## src/csb_pkg.sv

```systemverilog
package csb_pkg;
   // Operation selector presented by the core's decode stage
   typedef enum logic [2:0] {
      CSB_OP_NONE   = 3'b000,
      CSB_OP_BITCMP = 3'b001,
      CSB_OP_BITCMI = 3'b010,
      CSB_OP_LZC    = 3'b011,
      CSB_OP_SETGRP = 3'b100,
      CSB_OP_BRANCH = 3'b101,
      CSB_OP_PCDEST = 3'b110
   } csb_op_e;

   // Operand kind of the set group
   typedef enum logic [1:0] {
      CSB_OPD_REG = 2'b00,
      CSB_OPD_SR  = 2'b01,
      CSB_OPD_PC  = 2'b10
   } csb_opd_e;

   localparam logic [3:0] CSB_BR_ALWAYS = 4'hc;
   localparam logic [4:0] CSB_SEL_ADDR = 5'h00;
   localparam logic [4:0] CSB_SEL_ONE = 5'h02;
   localparam logic [4:0] CSB_SEL_ZERO = 5'h03;
   localparam logic [4:0] CSB_SEL_MONE = 5'h12;
   localparam logic [4:0] CSB_SEL_LO_FIRST = 5'h04;
   localparam logic [4:0] CSB_SEL_LO_LAST = 5'h0f;
   localparam logic [4:0] CSB_SEL_HI_FIRST = 5'h14;
   localparam logic [4:0] CSB_SEL_HI_LAST = 5'h1f;
   localparam logic [4:0] CSB_ANY_BYTE_ZERO_TEST_SEL = 5'h00;
   localparam int CSB_FP_LSB = 25;
   localparam int CSB_FP_MSB = 31;
   localparam int CSB_SP_KEEP_LSB = 9;
   localparam int CSB_SP_CARRY_BIT = 8;
   localparam logic [31:0] CSB_DATA_RST = 32'h0000_0000;
endpackage : csb_pkg

```

## src/csb_exec.sv

```systemverilog
`timescale 1ns/1ps
`default_nettype none
module csb_exec
   import csb_pkg::*;
(
   input wire logic i_clk,            // Core clock, 100 MHz
   input wire logic i_rst_n,          // Async reset, active low
   input wire logic i_valid,          // Instruction presented this cycle
   input wire csb_op_e i_op,          // Operation selector
   input wire csb_opd_e i_opd,        // Set group operand kind
   input wire logic [4:0] i_sel,      // Selector n or immediate selector
   input wire logic [3:0] i_cond,     // Branch condition code, 12 = always
   input wire logic [31:0] i_dst,     // Destination register value
   input wire logic [31:0] i_src,     // Source or immediate operand
   input wire logic [31:0] i_sp,      // Stack pointer
   input wire logic [31:0] i_sr,      // Status word
   input wire logic [31:0] i_pc_next, // Address of byte after instruction
   input wire logic [31:0] i_rel,     // Sign-extended displacement
   input wire logic [31:0] i_alu_res, // Result of move/add/sum/sub to PC
   input wire logic [3:0] i_alu_flags, // New N Z V C of that instruction
   input wire logic i_n,              // Negative flag
   input wire logic i_z,              // Zero flag
   input wire logic i_v,              // Overflow flag
   input wire logic i_c,              // Carry flag
   output logic o_rd_we,              // Destination write strobe
   output logic [31:0] o_rd_data,     // Destination write data
   output logic o_flag_we,            // Flag write strobe
   output logic [3:0] o_flags,        // New N Z V C
   output logic o_pc_we,              // PC load strobe
   output logic [31:0] o_pc_data,     // New PC value
   output logic o_m_clr,              // Clear cache-mode flag
   output logic o_fetch,              // Fetch operation selected
   output logic o_reserved            // Reserved encoding seen
);

   // Evaluate one of the twelve conditions, code 0..11 in table order
   function automatic logic cond_eval(input logic [3:0] code, input logic n,
                                      input logic z, input logic v, input logic c);
      logic r;
      r = 1'b0;
      unique case (code)
         4'h0: r = n | z;
         4'h1: r = ~(n | z);
         4'h2: r = n;
         4'h3: r = ~n;
         4'h4: r = c | z;
         4'h5: r = ~(c | z);
         4'h6: r = c;
         4'h7: r = ~c;
         4'h8: r = z;
         4'h9: r = ~z;
         4'ha: r = v;
         4'hb: r = ~v;
         default: r = 1'b1;
      endcase
      return r;
   endfunction : cond_eval

   function automatic logic [5:0] lzc(input logic [31:0] x);
      logic [5:0] cnt;
      logic found;
      cnt = 6'd32;
      found = 1'b0;
      for (int i = 31; i >= 0; i--) begin
         if (!found && x[i]) begin
            cnt = 6'(31 - i);
            found = 1'b1;
         end
      end
      return cnt;
   endfunction : lzc

   // Selector classes of the set group with a register operand
   typedef enum logic [2:0] {
      CSB_SK_ADDR = 3'b000,
      CSB_SK_ONE  = 3'b001,
      CSB_SK_ZERO = 3'b010,
      CSB_SK_MONE = 3'b011,
      CSB_SK_LO   = 3'b100,
      CSB_SK_HI   = 3'b101,
      CSB_SK_RSV  = 3'b110
   } csb_selk_e;

   // Shared by the data path and the reserved strobe so both agree
   function automatic csb_selk_e sel_kind(input logic [4:0] sel);
      csb_selk_e k;
      k = CSB_SK_RSV;
      if (sel == CSB_SEL_ADDR) begin
         k = CSB_SK_ADDR;
      end else if (sel == CSB_SEL_ONE) begin
         k = CSB_SK_ONE;
      end else if (sel == CSB_SEL_ZERO) begin
         k = CSB_SK_ZERO;
      end else if (sel == CSB_SEL_MONE) begin
         k = CSB_SK_MONE;
      end else if (sel >= CSB_SEL_LO_FIRST && sel <= CSB_SEL_LO_LAST) begin
         k = CSB_SK_LO;
      end else if (sel >= CSB_SEL_HI_FIRST && sel <= CSB_SEL_HI_LAST) begin
         k = CSB_SK_HI;
      end
      return k;
   endfunction : sel_kind

   csb_selk_e set_kind;
   logic set_reg_sel;
   logic [3:0] byte_zero;

   logic rd_we_reg, rd_we_next;
   logic [31:0] rd_data_reg, rd_data_next;
   logic flag_we_reg, flag_we_next;
   logic [3:0] flags_reg, flags_next;
   logic pc_we_reg, pc_we_next;
   logic [31:0] pc_data_reg, pc_data_next;
   logic m_clr_reg, m_clr_next;
   logic fetch_reg, fetch_next;
   logic rsv_reg, rsv_next;

   logic [31:0] and_res;
   logic any_byte_zero;
   logic [31:0] frame_addr;
   logic frame_carry;
   logic [3:0] set_code;
   logic set_hold;
   logic br_taken;

   assign and_res = i_dst & i_src;
   for (genvar b = 0; b < 4; b++) begin : g_byte_zero
      assign byte_zero[b] = (i_dst[8*b +: 8] == 8'h00);
   end
   assign any_byte_zero = |byte_zero;
   assign frame_carry = i_sp[CSB_SP_CARRY_BIT] & ~i_sr[CSB_FP_MSB];
   assign frame_addr = {i_sp[31:CSB_SP_KEEP_LSB], i_sr[CSB_FP_MSB:CSB_FP_LSB], 2'b00}
                       + {22'h000000, frame_carry, 9'h000};
   assign set_code = 4'(i_sel[3:0] - 4'h4);
   assign set_hold = cond_eval(set_code, i_n, i_z, i_v, i_c);
   // branch taken on code 12 (always) or when the coded condition holds
   assign br_taken = (i_cond == CSB_BR_ALWAYS) | cond_eval(i_cond, i_n, i_z, i_v, i_c);

   assign set_kind = sel_kind(i_sel);
   assign set_reg_sel = i_valid & (i_op == CSB_OP_SETGRP) & (i_opd == CSB_OPD_REG);

   // Destination group
   always_comb begin
      rd_we_next = 1'b0;
      rd_data_next = rd_data_reg;
      if (i_valid && i_op == CSB_OP_LZC) begin
         rd_we_next = 1'b1;
         rd_data_next = {26'h0000000, lzc(i_src)};
      end else if (set_reg_sel) begin
         rd_we_next = (set_kind != CSB_SK_RSV);
         unique case (set_kind)
            CSB_SK_ADDR: rd_data_next = frame_addr;
            CSB_SK_ONE: rd_data_next = 32'h0000_0001;
            CSB_SK_ZERO: rd_data_next = 32'h0000_0000;
            CSB_SK_MONE: rd_data_next = 32'hffff_ffff;
            CSB_SK_LO: rd_data_next = {31'h00000000, set_hold};
            CSB_SK_HI: rd_data_next = {32{set_hold}};
            CSB_SK_RSV: rd_data_next = rd_data_reg;
         endcase
      end
   end

   always_ff @(posedge i_clk or negedge i_rst_n) begin
      if (!i_rst_n) begin
         rd_we_reg <= 1'b0;
         rd_data_reg <= CSB_DATA_RST;
      end else begin
         rd_we_reg <= rd_we_next;
         rd_data_reg <= rd_data_next;
      end
   end

   // Flag group; set group, leading zeros and branches never strobe it
   always_comb begin
      flag_we_next = 1'b0;
      flags_next = flags_reg;
      if (i_valid) begin
         unique case (i_op)
            CSB_OP_BITCMP: begin
               flag_we_next = 1'b1;
               flags_next = {i_n, (and_res == 32'h0000_0000), i_v, i_c};
            end
            CSB_OP_BITCMI: begin
               flag_we_next = 1'b1;
               if (i_sel == CSB_ANY_BYTE_ZERO_TEST_SEL) begin
                  flags_next = {i_n, any_byte_zero, i_v, i_c};
               end else begin
                  flags_next = {i_n, (and_res == 32'h0000_0000), i_v, i_c};
               end
            end
            CSB_OP_PCDEST: begin
               flag_we_next = 1'b1;
               flags_next = i_alu_flags;
            end
            default: begin
               flag_we_next = 1'b0;
            end
         endcase
      end
   end

   always_ff @(posedge i_clk or negedge i_rst_n) begin
      if (!i_rst_n) begin
         flag_we_reg <= 1'b0;
         flags_reg <= 4'h0;
      end else begin
         flag_we_reg <= flag_we_next;
         flags_reg <= flags_next;
      end
   end

   // Program counter group
   always_comb begin
      pc_we_next = 1'b0;
      pc_data_next = pc_data_reg;
      m_clr_next = 1'b0;
      if (i_valid && i_op == CSB_OP_BRANCH && br_taken) begin
         pc_we_next = 1'b1;
         pc_data_next = i_pc_next + i_rel;
         m_clr_next = 1'b1;
      end else if (i_valid && i_op == CSB_OP_PCDEST) begin
         pc_we_next = 1'b1;
         pc_data_next = i_alu_res;
         m_clr_next = 1'b1;
      end
      // untaken branch keeps PC and M
   end

   always_ff @(posedge i_clk or negedge i_rst_n) begin
      if (!i_rst_n) begin
         pc_we_reg <= 1'b0;
         pc_data_reg <= CSB_DATA_RST;
         m_clr_reg <= 1'b0;
      end else begin
         pc_we_reg <= pc_we_next;
         pc_data_reg <= pc_data_next;
         m_clr_reg <= m_clr_next;
      end
   end

   // Fetch and reserved strobes
   always_comb begin
      fetch_next = 1'b0;
      rsv_next = 1'b0;
      if (i_valid && i_op == CSB_OP_SETGRP) begin
         fetch_next = (i_opd == CSB_OPD_SR);
         rsv_next = (i_opd == CSB_OPD_PC) | (set_reg_sel & (set_kind == CSB_SK_RSV));
      end
   end

   always_ff @(posedge i_clk or negedge i_rst_n) begin
      if (!i_rst_n) begin
         fetch_reg <= 1'b0;
         rsv_reg <= 1'b0;
      end else begin
         fetch_reg <= fetch_next;
         rsv_reg <= rsv_next;
      end
   end

   assign o_rd_we = rd_we_reg;
   assign o_rd_data = rd_data_reg;
   assign o_flag_we = flag_we_reg;
   assign o_flags = flags_reg;
   assign o_pc_we = pc_we_reg;
   assign o_pc_data = pc_data_reg;
   assign o_m_clr = m_clr_reg;
   assign o_fetch = fetch_reg;
   assign o_reserved = rsv_reg;

endmodule : csb_exec
`default_nettype wire

```

## config.mk

```make
export PLATFORM = sky130hd
export DESIGN_NAME = csb_exec
export DESIGN_NICKNAME = d
export VERILOG_FILES = /design/src/csb_pkg.sv /design/src/csb_exec.sv
export SDC_FILE = /design/constraint.sdc
export NUM_CORES = 1
export LEC_CHECK = 0
export BUFFER_PORTS_ARGS = -buffer_cell sky130_fd_sc_hd__buf_2
export CAP_MARGIN = 15
export CORE_AREA = 2 2 125 127
export CTS_CLUSTER_DIAMETER = 40
export CTS_CLUSTER_SIZE = 8
export DETAILED_ROUTE_END_ITERATION = 8
export DIE_AREA = 0 0 127 129
export PLACE_DENSITY_LB_ADDON = 0.1
export SLEW_MARGIN = 20
export SYNTH_ARGS = -nofsm -noshare
export SYNTH_HDL_FRONTEND = slang
export SYNTH_SLANG_ARGS = --single-unit
export TNS_END_PERCENT = 10
```

## constraint.sdc

```tcl
create_clock -name i_clk -period 2.1 [get_ports i_clk]
set_clock_uncertainty 0.15 [all_clocks]
set_input_delay 0.42 -clock i_clk [delete_from_list [all_inputs] [get_ports i_clk]]
set_output_delay 0.42 -clock i_clk [all_outputs]
set_load 0.01 [all_outputs]
```

-- After elaboration in Yosys (flattened, before gate mapping)
Cells that the tools add are included.
- $add $sub $neg: 3
- order comparisons: 4
- equality and inequality tests: 42
- multiplexer cells: 117
- bitwise gates (word level): 16
- reduce and logical (&&, ||, !) cells: 86
- operator list (operator ; number):
    $mux W6 ; 32
    $pmux W32 S6 ; 1
    $mux W32 ; 4
    $mux W1 ; 70
    $logic_and A1 B1 Y1 ; 38
    $eq A4 B4 Y1 const B ; 9
    $add A32 B10 Y32 ; 1
    $add A32 B32 Y32 ; 1
    $and A32 B32 Y32 ; 1
    $eq A4 B3 Y1 const B ; 8
    $logic_not A32 Y1 ; 1
    $logic_not A8 Y1 ; 4
    $logic_not A1 Y1 ; 31
    $pmux W1 S12 ; 2
    $eq A3 B3 Y1 const B ; 6
    $eq A4 B2 Y1 const B ; 4
    $mux W3 ; 5
    $eq A3 B2 Y1 const B ; 4
    $pmux W4 S3 ; 1
    $eq A5 B2 Y1 const B ; 2
    $eq A4 B1 Y1 const B ; 2
    $logic_not A4 Y1 ; 2
    $not A1 Y1 ; 7
    $eq A3 B1 Y1 const B ; 2
    other kinds (21) ; 30
- bits in registers: 73
- output and inout port bits: 74
- logic and storage cells: 276

-- Depth between registers and ports, before layout
- depth after elaboration: 127
- mapped depth: 12
- mapped depth without buffers: 12

-- Least setup slack after synthesis
Ideal clock, no wire load.
- kind: input -> register
- start point: in i_pc_next[0]
- end point: reg pc_data_reg[30], in the netlist o_pc_data[30]
- library setup time: 99 ps
- data arrival time: 2425 ps
- slack: -575 ps
- cell stages on the path: 12
- path buffers: 0
- cells stage by stage: ha_1 inv_1 fa_1 nor2b_4 o31ai_4 a21oi_2 nor4_4 o311ai_4 a21oi_2 a21oi_1 mux2i_1 a311oi_1
- cells in the longest elaborated chain, start to end: 2
- ends and longest elaborated chain (element ; RTL line ; text):
    from (decl) ; csb_exec.sv:17 ; input wire logic [31:0] i_pc_next,
    $add A32 B32 Y32 ; csb_exec.sv:219 ; pc_data_next = i_pc_next + i_rel;
    $mux W32 ; csb_exec.sv:217 ; if (i_valid && i_op == CSB_OP_BRANCH && br_taken) begin
    to (signal assigned) ; csb_exec.sv:236 ; pc_data_reg <= pc_data_next;
    to (decl) ; csb_exec.sv:113 ; logic [31:0] pc_data_reg, pc_data_next;
Every way passes these cells.
A chain may end at the register's enable or synchronous reset.

-- Final worst setup path
- start point: in i_rel[0]
- end point: reg pc_data_reg[30], in the netlist o_pc_data[30]
- cells in the longest elaborated chain, start to end: 2
- ends and longest elaborated chain (element ; RTL line ; text):
    from (decl) ; csb_exec.sv:18 ; input wire logic [31:0] i_rel,
    $add A32 B32 Y32 ; csb_exec.sv:219 ;
    $mux W32 ; csb_exec.sv:217 ;
Every way passes these cells.

==> out/qor.yml <==
drt:
  routedWlPerCell_um: 15.69
  viasPerCell: 5.210
  drt_iter0_markers: 339
  drtPass1Iterations: 4
  drc_errors: 0
  dr_total_vias: 6914
  final_antenna_net_count: 0
  wirelength_um: 20830
sta:
  finalCriticalPeriod_ns: 2.383
  period_share: 1.135
  relSlewSlack: 0.7146
  fmax_mhz: 419.6
  fin_tns_setup_ns: -2.545
  finalHoldViolCount: 0
  worst_slack_ns: -0.2830
  tightest_slew_ns: 0.4266
  drv_slew: 0
  rsz0062_at_grt: "true"
  setup_viol_count_final: 18
worst_setup_path:
  cpPeakStageDelay_ns: 0.36
  critPathKind: "in -> reg"
  crit_fanout: 3
  startpoint: "i_rel[0]"
  crit_chain: "buf_8 -> ha_4 -> inv_2 -> fa_2 -> nor2b_4 -> o31ai_4 -> a21oi_2 -> nor4_4 -> o311ai_4 -> a21oi_2 -> a21oi_2 -> mux2i_1 -> a311oi_1"
  reg2reg_from: "o_pc_data[22]$_DFFE_PN0P_"
  r2r_cells: 3
  r2r_end: "o_pc_data[22]$_DFFE_PN0P_"
  crit_arrival_ns: 2.45
  crit_buf_inv: 2
  endpoint_kind: "flip-flop"
  worst_path_most_repeated_cell: "a21oi_2"
  critical-path-top-delay-family: "compound AO/OA/AOI/OAI gates"
  endpoint: "o_pc_data[30]$_DFFE_PN0P_"
  r2r_slack_ns: 0.98
  crit_required_ns: 2.16
  cp-start-kind: "input port"
  path_depth: 13
  crit_slowest_cell: "fa_2"
synth:
  synthFlopType: "dfrtp_1"
  async_flop_share: 1.000
  ys_ff_latch: 73
  synth_area_mm2: 0.005899
  syn_avg_cell_area_um2: 8.392
  ys.warnings.count: 0
  synth-seq-area-share: 0.3097
  yosysTopAreaCellShare: 0.3097
  synth_edf_count: 0
  syn_nets: 986
  synth_area_leaders: "dfrtp_1 31%, ha_1 7.0%, a21oi_1 4.8%, nand2_1 4.8%, mux2i_1 4.4%"
  syn_inst: 703
  yosysUniqueCellTypes: 69
  yosys.area.top_type: "dfrtp_1"
die:
  io-pin-count: 323
  die_w_um: 127
  initial_core_util: 0.3939
  core_mm2: 0.01498
  die_h_um: 129
  dieArea_mm2: 0.01638
  std_cell_rows: 45
power:
  ir_drop_mv: 0.4340
  p_per_area_mw_per_mm2: 584.3
  total_power_uw: 5449
  p_leak_uw: 0.004937
clocking:
  clk_latency_ns: 0.34
  htreeDepth: 3
  cts_sinks: 73
  cts_tree: "built"
  clk_path_buf_depth: 2
  clk_pin_slew_ns: 0.07
  cts_made_buffers: 9
  cts-root-buf: "clkbuf_16"
placement:
  dpl.hpwl_um: 16810
  dp_slack_ns: -0.7861
  dpl_cell_area_mm2: 0.008717
  numPortBuffers: 289
  globalplace.congestion: 0.8947
grt:
  grt_pass1_wl_um: 32400
  grt-ovfl-total: 0
  grt_usage: 0.2480
  first_global_vias: 6702
  antenna_found_initial: 2
  grt_max_degree: 39
cells_and_area:
  nNetsFinal: 1415
  post_route_cells_drive_above_1_share: 0.4626
  final_util: 0.6227
  design_area_mm2: 0.009326
  syn2layout_area_growth_pct: 58.09
worst_hold_path:
  hp-class: "in -> reg"
  hold_depth: 2
  min_from: "i_opd[1]"
status:
  violations: "negative setup slack"
  status: "complete, but fails checks"
job:
  max_cap_viol_count: 0
[worst min path at each step]
stage / to
floorplan: o_fetch$_DFF_PN0_
global placement: o_rd_data[23]$_DFFE_PN0P_
detailed placement: o_rd_data[23]$_DFFE_PN0P_
CTS: o_fetch$_DFF_PN0_
global route: o_fetch$_DFF_PN0_
finish: o_fetch$_DFF_PN0_
[placed cells by master (no fill, tap or decap), types with 4 or more instances in the layout]
| cell | n |
|---|---|
| and2_1 | 7 |
| xor2_1 | 24 |
| clkbuf_16 | 9 |
| a211oi_1 | 8 |
| a21oi_2 | 8 |
| xnor2_1 | 24 |
| ha_1 | 22 |
| nand3_1 | 22 |
| nand4_1 | 10 |
| mux2i_1 | 26 |
| a21o_1 | 27 |
| buf_4 | 149 |
| a22oi_1 | 9 |
| nor3_2 | 5 |
| a22o_1 | 5 |
| a221oi_1 | 6 |
| nor2b_1 | 9 |
| nor2_2 | 7 |
| o21ai_0 | 44 |
| buf_12 | 4 |
| o21ai_1 | 5 |
| inv_1 | 28 |
| nor2_1 | 39 |
| nand2_1 | 76 |
| nor4_1 | 15 |
| o31ai_1 | 6 |
| a21oi_1 | 51 |
| and3_1 | 7 |
| ha_4 | 10 |
| dfrtp_1 | 73 |
| o21bai_1 | 7 |
| o21a_1 | 8 |
| nor3_1 | 17 |
| buf_2 | 284 |
| a31oi_1 | 4 |
| o211ai_1 | 4 |
[cells by family after synthesis]
| logic type | synth area share |
|---|---|
| simple gates | 0.2019 |
| compound gates | 0.2596 |
| flops | 0.3096 |
| buf+inv | 0.03648 |
| xor+xnor | 0.07126 |
| fa+ha+maj | 0.07508 |
| mux | 0.04602 |
[stage by stage]
step | hold WS (ns) | std cells
2_1_floorplan | -0.02559 | 703
3_3_place_gp | 0.1863 | 1305
3_5_place_dp | 0.1920 | 1305
4_1_cts | 0.09478 | 1322
5_1_grt | 0.1114 | 1326
6_report | 0.1103 | 1327
[flip-flops by register name (all words and copies together), names as in the netlist]
name	count
o_flags	4
o_flag_we	1
o_fetch	1
o_pc_data	32
o_rd_we	1
o_m_clr	1
o_rd_data	32
o_reserved	1
[synth_stat cells (all sizes together), types with 8 or more instances]
| cell | instances |
|---|---|
| a211oi | 10 |
| a21o | 28 |
| a21oi | 60 |
| a22oi | 9 |
| and3 | 8 |
| buf | 9 |
| clkbuf | 15 |
| dfrtp | 73 |
| ha | 33 |
| inv | 30 |
| mux2i | 26 |
| nand2 | 76 |
| nand3 | 24 |
| nand4 | 10 |
| nor2 | 46 |
| nor2b | 11 |
| nor3 | 23 |
| nor4 | 19 |
| o21a | 9 |
| o21ai | 51 |
| o21bai | 9 |
| o31ai | 8 |
| xnor2 | 24 |
| xor2 | 24 |
[cell type report]
class | instances | area [um^2]
fill | 1404 | 5650
multi-input combinational | 576 | 4163
timing repair buffer | 442 | 2679
sequential | 73 | 1827
tap | 188 | 235.2
clock buffer | 9 | 225.2
inverter | 30 | 112.6
clock inverter | 7 | 80.08
antenna | 2 | 5.005
[worst register-to-register path, stage by stage, from the launching register on]
cell	delay, ns
dfrtp_1	0.39
and2_1	0.14
a211oi_1	0.24
a21oi_1	0.07
[per-layer routing]
metal	vias up	share of wire	track usage	routed length (um)
li1	3445	-	-	-
met1	3240	0.43	0.3064	8921
met2	205	0.50	0.4377	10370
met3	24	0.055	0.04906	1145
met4	0	0.019	0.07822	388
met5	-	0	0	0
[timing repair]
item,4_1_cts,5_1_grt
pin swaps,14,22
hold buffers,1,0
setup endpoints to repair,25,33
hold endpoints to repair,21,0
buffers inserted,1,3
gates resized for setup,7,38
[power by group]
part           internal [uW]  total (uW)  switching (uW)  leakage (uW)
clock network            932        1620             685      0.000148
logic                   1030        2040            1010       0.00385
registers               1650        1790             138      0.000944
Note: power is estimated with default switching activity, not from simulation.
